`src/mem_glue_consts.vh`:
```
/*
 * Shared constants for the external memory glue: address map, sequencer
 * timing, baud byte location and baud code table.
 * Assumes inclusion by bare name from the design file and the bench.
 */
`ifndef MEM_GLUE_CONSTS_VH
`define MEM_GLUE_CONSTS_VH

// ---------------------------------------------------------------
// Address map
// ---------------------------------------------------------------
`define ADDR_W           16
`define SEL_BIT          15
`define INT_ROM_TOP      16'h07ff
`define BAUD_BYTE_ADDR   16'hfffd
`define RAM_ALIAS_MASK   16'h0fff

// ---------------------------------------------------------------
// Baud code in the low bits of the stored byte
// ---------------------------------------------------------------
`define BAUD_CODE_W      3
`define BAUD_110         3'h6
`define BAUD_150         3'h0
`define BAUD_300         3'h7
`define BAUD_1200        3'h5
`define BAUD_2400        3'h4
`define BAUD_4800        3'h3
`define BAUD_9600        3'h2
`define BAUD_19200       3'h1

// ---------------------------------------------------------------
// Timing of the internal bus sequencer, in clk cycles per phase
// ---------------------------------------------------------------
`define PHASE_NS         30
`define CLK_NS           10
`define PHASE_CYC        ((`PHASE_NS + `CLK_NS - 1) / `CLK_NS)
`define PHASE_CNT_W      4

// ---------------------------------------------------------------
// Divider reloads per baud code: prescale, then timer
// ---------------------------------------------------------------
// Approximate 16x rates from 100 MHz, not exact baud
`define DIV_PRE_110      6'd63
`define DIV_TIM_110      8'd255
`define DIV_PRE_150      6'd63
`define DIV_TIM_150      8'd255
`define DIV_PRE_300      6'd40
`define DIV_TIM_300      8'd255
`define DIV_PRE_1200     6'd20
`define DIV_TIM_1200     8'd255
`define DIV_PRE_2400     6'd10
`define DIV_TIM_2400     8'd255
`define DIV_PRE_4800     6'd5
`define DIV_TIM_4800     8'd255
`define DIV_PRE_9600     6'd2
`define DIV_TIM_9600     8'd216
`define DIV_PRE_19200    6'd1
`define DIV_TIM_19200    8'd162

// Serial uses two port-3 pins
`define P3_SIN_BIT       0
`define P3_SOUT_BIT      7

`endif

```
`src/mem_glue.v`:
```
/*
 * Device-side external bus engine with memory glue: drives a multiplexed
 * low address/data byte, the upper address byte, strobes, chip selects,
 * the EPROM latch enable, and fetches the baud code at reset.
 * Assumes memories keep their own bus manners (drive only in a read
 * data phase) and a 100 MHz clk.
 */
module mem_glue #(
    parameter PRESCALE_W = 6,
    parameter TIMER_W    = 8
) (
    input  wire                      clk,
    input  wire                      sys_rst,
    // Core request port
    input  wire                      req_valid,
    input  wire                      req_write,
    input  wire [15:0]               req_addr,
    input  wire [7:0]                req_wdata,
    output reg                       req_done,
    output reg  [7:0]                req_rdata,
    // Software override of the bit rate divider
    input  wire                      rate_load,
    input  wire [PRESCALE_W-1:0]     rate_prescale,
    input  wire [TIMER_W-1:0]        rate_count,
    // External bus pins
    output reg  [7:0]                muxed_addr_data_low_out,
    output reg                       muxed_addr_data_low_oe,
    input  wire [7:0]                muxed_addr_data_low_in,
    output reg  [7:0]                upper_address_byte,
    output reg                       address_strobe_n,
    output reg                       data_strobe_n,
    output reg                       read_not_write,
    output reg                       ram_cs_n,
    output reg                       rom_cs_n,
    output reg                       ram_address_clock,
    output reg                       latch_enable,
    // Serial pins on port 3
    input  wire                      serial_in,
    output reg                       serial_out,
    output reg                       baud_tick,
    output reg  [2:0]                baud_code,
    output reg                       baud_ready,
    input  wire [5:0]                user_p3_in,
    output reg  [5:0]                user_p3_sync
);
`include "mem_glue_consts.vh"

// ---------------------------------------------------------------
// Bus sequencer states
// ---------------------------------------------------------------
localparam S_IDLE = 5'h01;
localparam S_ADDR = 5'h02;
localparam S_LAT  = 5'h04;
localparam S_DATA = 5'h08;
localparam S_END  = 5'h10;

reg  [4:0]              state;
reg  [`PHASE_CNT_W-1:0] phase;
reg                     cur_write;
reg  [15:0]             cur_addr;
reg  [7:0]              cur_wdata;
reg                     cur_fetch;
reg                     fetch_pending;
reg  [7:0]              din_s1;
reg  [7:0]              din_s2;
reg                     sin_s1;
reg                     sin_s2;
reg  [5:0]              user_s1;
reg  [PRESCALE_W-1:0]   pre_reload;
reg  [TIMER_W-1:0]      tim_reload;
reg  [PRESCALE_W-1:0]   pre_cnt;
reg  [TIMER_W-1:0]      tim_cnt;
wire                    phase_done;
wire                    is_external;
wire                    sel_rom;
wire                    fetch_last;
reg  [PRESCALE_W-1:0]   next_pre;
reg  [TIMER_W-1:0]      next_tim;

assign phase_done  = (phase == `PHASE_CYC - 1);
assign is_external = (cur_addr > `INT_ROM_TOP);
assign sel_rom     = cur_addr[`SEL_BIT];
assign fetch_last  = (state == S_DATA) && cur_fetch && (phase == `PHASE_CYC + 1);

// ---------------------------------------------------------------
// Pin synchronisers
// ---------------------------------------------------------------
// Two stages before anything reads outside levels
always @(posedge clk or posedge sys_rst) begin
    if (sys_rst) begin
        din_s1       <= 8'h00;
        din_s2       <= 8'h00;
        sin_s1       <= 1'b1;
        sin_s2       <= 1'b1;
        user_s1      <= 6'h00;
        user_p3_sync <= 6'h00;
    end else begin
        din_s1       <= muxed_addr_data_low_in;
        din_s2       <= din_s1;
        sin_s1       <= serial_in;
        sin_s2       <= sin_s1;
        user_s1      <= user_p3_in;
        user_p3_sync <= user_s1;
    end
end

// ---------------------------------------------------------------
// Bus sequencer
// ---------------------------------------------------------------
// Fetch of the baud byte takes priority over core requests
always @(posedge clk or posedge sys_rst) begin
    if (sys_rst) begin
        state                   <= S_IDLE;
        phase                   <= {`PHASE_CNT_W{1'b0}};
        cur_write               <= 1'b0;
        cur_addr                <= 16'h0000;
        cur_wdata               <= 8'h00;
        cur_fetch               <= 1'b0;
        fetch_pending           <= 1'b1;
        req_done                <= 1'b0;
        req_rdata               <= 8'h00;
        muxed_addr_data_low_out <= 8'h00;
        muxed_addr_data_low_oe  <= 1'b0;
        upper_address_byte      <= 8'h00;
        address_strobe_n        <= 1'b1;
        data_strobe_n           <= 1'b1;
        read_not_write          <= 1'b1;
        ram_cs_n                <= 1'b1;
        rom_cs_n                <= 1'b1;
        ram_address_clock       <= 1'b1;
        latch_enable            <= 1'b0;
        baud_code               <= `BAUD_150;
        baud_ready              <= 1'b0;
    end else begin
        req_done <= 1'b0;
        case (state)
            S_IDLE: begin
                phase <= {`PHASE_CNT_W{1'b0}};
                if (fetch_pending) begin
                    cur_fetch <= 1'b1;
                    cur_write <= 1'b0;
                    cur_addr  <= `BAUD_BYTE_ADDR;
                    state     <= S_ADDR;
                end else if (req_valid) begin
                    cur_fetch <= 1'b0;
                    cur_write <= req_write;
                    cur_addr  <= req_addr;
                    cur_wdata <= req_wdata;
                    state     <= S_ADDR;
                end
            end
            S_ADDR: begin
                // Address out on both ports, strobe low
                muxed_addr_data_low_out <= cur_addr[7:0];
                muxed_addr_data_low_oe  <= 1'b1;
                upper_address_byte      <= cur_addr[15:8];
                read_not_write          <= ~cur_write;
                ram_cs_n  <= ~(is_external & ~sel_rom);
                rom_cs_n  <= ~(is_external & sel_rom);
                address_strobe_n  <= 1'b0;
                ram_address_clock <= 1'b0;
                latch_enable      <= 1'b1;
                state             <= S_LAT;
            end
            S_LAT: begin
                phase <= phase + 1'b1;
                if (phase_done) begin
                    // Rising strobe closes the latch and clocks RAM address
                    address_strobe_n  <= 1'b1;
                    ram_address_clock <= 1'b1;
                    latch_enable      <= 1'b0;
                    phase             <= {`PHASE_CNT_W{1'b0}};
                    muxed_addr_data_low_out <= cur_wdata;
                    muxed_addr_data_low_oe  <= cur_write;
                    state <= S_DATA;
                end
            end
            S_DATA: begin
                data_strobe_n <= 1'b0;
                phase         <= phase + 1'b1;
                // Extra cycles cover the two-stage input delay
                if (phase == `PHASE_CYC + 1) begin
                    data_strobe_n <= 1'b1;
                    phase         <= {`PHASE_CNT_W{1'b0}};
                    state         <= S_END;
                    if (cur_fetch) begin
                        baud_code     <= din_s2[`BAUD_CODE_W-1:0];
                        baud_ready    <= 1'b1;
                        fetch_pending <= 1'b0;
                    end else begin
                        req_rdata <= din_s2;
                        req_done  <= 1'b1;
                    end
                end
            end
            S_END: begin
                muxed_addr_data_low_oe <= 1'b0;
                read_not_write         <= 1'b1;
                ram_cs_n               <= 1'b1;
                rom_cs_n               <= 1'b1;
                state                  <= S_IDLE;
            end
            default: state <= S_IDLE;
        endcase
    end
end

// ---------------------------------------------------------------
// Baud code to divider reload
// ---------------------------------------------------------------
// Decoded from the arriving byte, so the reload is ready as the timer starts
always @* begin
    next_pre = {PRESCALE_W{1'b1}};
    next_tim = {TIMER_W{1'b1}};
    case (din_s2[`BAUD_CODE_W-1:0])
        `BAUD_110:   begin next_pre = `DIV_PRE_110;   next_tim = `DIV_TIM_110;   end
        `BAUD_150:   begin next_pre = `DIV_PRE_150;   next_tim = `DIV_TIM_150;   end
        `BAUD_300:   begin next_pre = `DIV_PRE_300;   next_tim = `DIV_TIM_300;   end
        `BAUD_1200:  begin next_pre = `DIV_PRE_1200;  next_tim = `DIV_TIM_1200;  end
        `BAUD_2400:  begin next_pre = `DIV_PRE_2400;  next_tim = `DIV_TIM_2400;  end
        `BAUD_4800:  begin next_pre = `DIV_PRE_4800;  next_tim = `DIV_TIM_4800;  end
        `BAUD_9600:  begin next_pre = `DIV_PRE_9600;  next_tim = `DIV_TIM_9600;  end
        `BAUD_19200: begin next_pre = `DIV_PRE_19200; next_tim = `DIV_TIM_19200; end
        default:     begin next_pre = `DIV_PRE_150;   next_tim = `DIV_TIM_150;   end
    endcase
end

// ---------------------------------------------------------------
// Bit rate timer with prescaler
// ---------------------------------------------------------------
// Reload follows the fetched code until software loads its own
always @(posedge clk or posedge sys_rst) begin
    if (sys_rst) begin
        pre_reload <= {PRESCALE_W{1'b1}};
        tim_reload <= {TIMER_W{1'b1}};
        pre_cnt    <= {PRESCALE_W{1'b0}};
        tim_cnt    <= {TIMER_W{1'b0}};
        baud_tick  <= 1'b0;
    end else begin
        baud_tick <= 1'b0;
        if (rate_load) begin
            pre_reload <= rate_prescale;
            tim_reload <= rate_count;
        end else if (fetch_last) begin
            pre_reload <= next_pre;
            tim_reload <= next_tim;
        end
        if (baud_ready) begin
            if (pre_cnt == {PRESCALE_W{1'b0}}) begin
                pre_cnt <= pre_reload;
                if (tim_cnt == {TIMER_W{1'b0}}) begin
                    tim_cnt   <= tim_reload;
                    baud_tick <= 1'b1;
                end else begin
                    tim_cnt <= tim_cnt - 1'b1;
                end
            end else begin
                pre_cnt <= pre_cnt - 1'b1;
            end
        end
    end
end

// ---------------------------------------------------------------
// Serial pin
// ---------------------------------------------------------------
// Only data in and out; no modem handshakes exist here
always @(posedge clk or posedge sys_rst) begin
    if (sys_rst) begin
        serial_out <= 1'b1;
    end else begin
        serial_out <= sin_s2;
    end
end

endmodule

```
`config.mk`:
```
export PLATFORM = sky130hd
export DESIGN_NAME = mem_glue
export DESIGN_NICKNAME = d
export VERILOG_FILES = /design/src/mem_glue.v
export VERILOG_INCLUDE_DIRS = /design/src
export SDC_FILE = /design/constraint.sdc
export NUM_CORES = 1
export LEC_CHECK = 0
export BUFFER_PORTS_ARGS = -buffer_cell sky130_fd_sc_hd__buf_2
export CAP_MARGIN = 20
export CELL_PAD_IN_SITES_DETAIL_PLACEMENT = 1
export CELL_PAD_IN_SITES_GLOBAL_PLACEMENT = 1
export CORE_MARGIN = 8
export CORE_UTILIZATION = 29
export DETAILED_ROUTE_END_ITERATION = 12
export PLACE_DENSITY_LB_ADDON = 0.12
export SLEW_MARGIN = 20
export SYNTH_ARGS = -nofsm -noshare
export SYNTH_HDL_FRONTEND = slang
export SYNTH_SLANG_ARGS = --single-unit
```
`constraint.sdc`:
```
create_clock -name clk -period 9.4 [get_ports clk]
set_clock_uncertainty 0.05 [all_clocks]
set_input_delay 0.47 -clock clk [delete_from_list [all_inputs] [get_ports clk]]
set_output_delay 0.47 -clock clk [all_outputs]
set_load 0.01 [all_outputs]
```
==> results.toml <==
[die]
initial_utilization_pct = 29.4
die_y_um = 153
floorplan.die_area_um2 = 23500
placement_rows = 50
ios = 103
fp.coreArea_um2 = 18600
fp.dieW_um = 153

[logic_synthesis]
synth.net_count = 526
synth_flop_cell = "sky130_fd_sc_hd__dfrtp_1"
postSynthCellCount = 457
synth_enable_flop_cells = 0
yosys_warn_count = 0
syn-mean-instance-area_um2 = 11.9
flip_flop_and_latch_count_after_synthesis = 132
netlist_area_um2 = 5460
synth_async_sr_flop_share_pct = 100
number_of_distinct_library_cell_variants_in_the_gate_level_netlist_after_synthesis = 56
ys_seq_area_share_pct = 61.1

[global_route]
antenna_found_initial = 0
total_routing_usage_reported_by_global_routing_pct = 12.4
grt_pass1_vias = 4269
total_congestion_overflow_after_global_routing = 0
wire_length_of_the_first_global_routing_pass_um = 23100
pin_count_of_the_biggest_net_entering_global_routing = 76

[worst_setup_path]
endpoint_kind = "flop"
cp_max_fo = 11
startpoint = "pre_cnt[0]"
cell_depth_of_the_worst_flop_to_flop_path = 6
critPathRequiredTime_ps = 9620
r2r_start = "pre_cnt[0]"
worst_r2r_endpoint = "tim_cnt[5]"
cp_launch_type = "flop"
critPathKind = "flop to flop"
critPathArrivalTime_ps = 2570
reg2reg_setup_slack_ps = 7050

[placement]
port-buffer-count = 102
preCtsSetupSlack_ps = 7030
place.detailed.hpwl_um = 9830
place_inst = 778
gpl.final_weighted_congestion = 0.784

[cells_and_area]
fill_cells = 2043
area_used_by_sequential_logic_in_the_layout_um2 = 3330
layout_common_cells = "108 x sky130_fd_sc_hd__dfrtp_1, 102 x sky130_fd_sc_hd__buf_2, 45 x sky130_fd_sc_hd__nand2_1, 38 x sky130_fd_sc_hd__nor2_1, 33 x sky130_fd_sc_hd__mux2_2"
area_growth_syn_to_layout_pct = 24.7
final_non_filler_cells = 810
nNetsFinal = 632
multi_input_area_um2 = 1940
layout.cells.most_common = "sky130_fd_sc_hd__dfrtp_1"
drive_above_1_share_pct = 35.4
insertedDiodeCount = 0

[timing]
setup-violations-final = 0
worstMarginPinSlew_ps = 967
finalCritPeriodShare_pct = 25.0
max_slew_margin_pct = 35.6
timing.fmax_mhz = 426
setup_tns_ps = 0
worst_path_setup_slack_after_routing_ps = 7050
holdWs_ps = 71.3
timing_max_transition_violations_final = 0
rsz0062_at_grt = "false"
final_period_minus_worst_setup_slack_ps = 2350
timing_hold_violations_final = 0

[detailed_routing]
routedWlPerCell_um = 17.2
detail_route.drc_violations = 0
vias_per_std_cell = 4.68
route.final.wire_length_um = 14000
final_antenna_net_count = 0
drt_first_iter_violations = 100
first_pass_iters = 4
vias = 3794

[clocking]
clock_latency_ps = 420
cts_sinks = 132
tritoncts.num_buffers = 17
cts.htree.levels = 4
post_cts_resize_count = 0
clock_tree.buffer_depth = 2
cts_hold_repair.buffers = 0
cts.reportedPaths.clkPinSlew_ps = 60
cts.root.buffer_cell = "sky130_fd_sc_hd__clkbuf_16"
clock_tree_from_tritoncts = "built"
postCtsSetupRepairBufs = 0

[run]
timing.max_cap.violations = 0

[min_path]
worst_hold_path_type = "primary input to async pin"

[run_status]
outcome = "complete, no violations"

[power]
report.power.total_mw = 1.84
power_density_nw_per_um2 = 270
max-vdd-ir-drop_mv = 0.129
power_leakage_nw = 3.34
## per-layer routing
metal	wire length, um	global-route usage [%]	part of all wire (%)	vias to the layer above
met3	726	4.60	5.2	7
met1	6420	15.3	46	1920
li1	-	-	-	1803
met2	6670	20.0	48	64
met4	140	3.82	1.0	0
met5	0	0	0	-
## synthesized netlist by cell type (all sizes together) (4+ instances only)
library cell  count  area [um^2]
a22o              5         43.8
inv              30          113
mux2             33          372
nor2             39          149
a2bb2oi           6         52.6
mux2i            20          200
clkbuf            8         30.0
o22a              4         35.0
ha               11          138
dfstp            24          631
and3              7         43.8
nand2            48          188
buf               8         52.5
nand4             4         25.0
dfrtp           108         2700
o31ai            10         75.1
a31oi             4         25.0
a21oi             9         45.0
nand3             8         40.0
o21ai            24          124
nor3              5         47.5
## worst max-delay path, stage by stage (launching register included)
cell and delay (ps):
sky130_fd_sc_hd__dfrtp_1 390, sky130_fd_sc_hd__inv_1 130, sky130_fd_sc_hd__ha_1 170, sky130_fd_sc_hd__nor3b_2 500
sky130_fd_sc_hd__nand2_1 390, sky130_fd_sc_hd__o41ai_1 390, sky130_fd_sc_hd__o311ai_0 180
## metrics by stage
| stage | util, % | cell area (um^2) |
|---|---|---|
| floorplan | - | 5460 |
| global placement | 33.3 | 6190 |
| detailed placement | 33.3 | 6190 |
| CTS | 36.6 | 6800 |
| global route | 36.6 | 6810 |
| finish | 36.6 | 6810 |
## kinds of logic after synthesis
logic type	after synthesis	synth area share [%]
buffers and inverters	46	3.58
xor gates and xnor gates	2	0.321
DFF	132	61.1
muxes	53	10.5
adders and majority gates	11	2.52
AOI/OAI and AO/OA	80	10.0
and+or+nand+nor	133	12.0
## worst max-delay path by stage
stage | cells past startpoint | end
6_report | 6 | tim_cnt[5]
5_1_grt | 4 | muxed_addr_data_low_out[6]
4_1_cts | 4 | muxed_addr_data_low_out[7]
3_5_place_dp | 4 | muxed_addr_data_low_out[7]
3_3_place_gp | 4 | muxed_addr_data_low_out[6]
2_1_floorplan | 1 | baud_code[0]
## report_power, final
| group | total [mW] | switching [mW] | leakage [nW] | internal [mW] |
|---|---|---|---|---|
| registers | 0.779 | 0.0779 | 1.60 | 0.701 |
| clock network | 0.693 | 0.289 | 0.295 | 0.404 |
| logic | 0.369 | 0.193 | 1.44 | 0.176 |
| total | 1.84 | 0.560 | 3.34 | 1.28 |
## area by class of cell
type,instances,share of cell area [%]
inverters,30,1.73
repair buffers,103,7.61
well taps,234,4.30
clock buffers,17,6.25
multi-input cells,279,28.4
flip-flops and latches,132,49.0
clock inverters,15,2.70
## state kept, by name, summed over array words and instances (netlist names), 8 cells and up
signal / cells
cur_addr: 16
cur_wdata: 8
upper_address_byte: 8
muxed_addr_data_low_out: 8
din_s2: 8
tim_reload: 8
req_rdata: 8
tim_cnt: 8
din_s1: 8
Note: power is estimated with default switching activity, not from simulation.
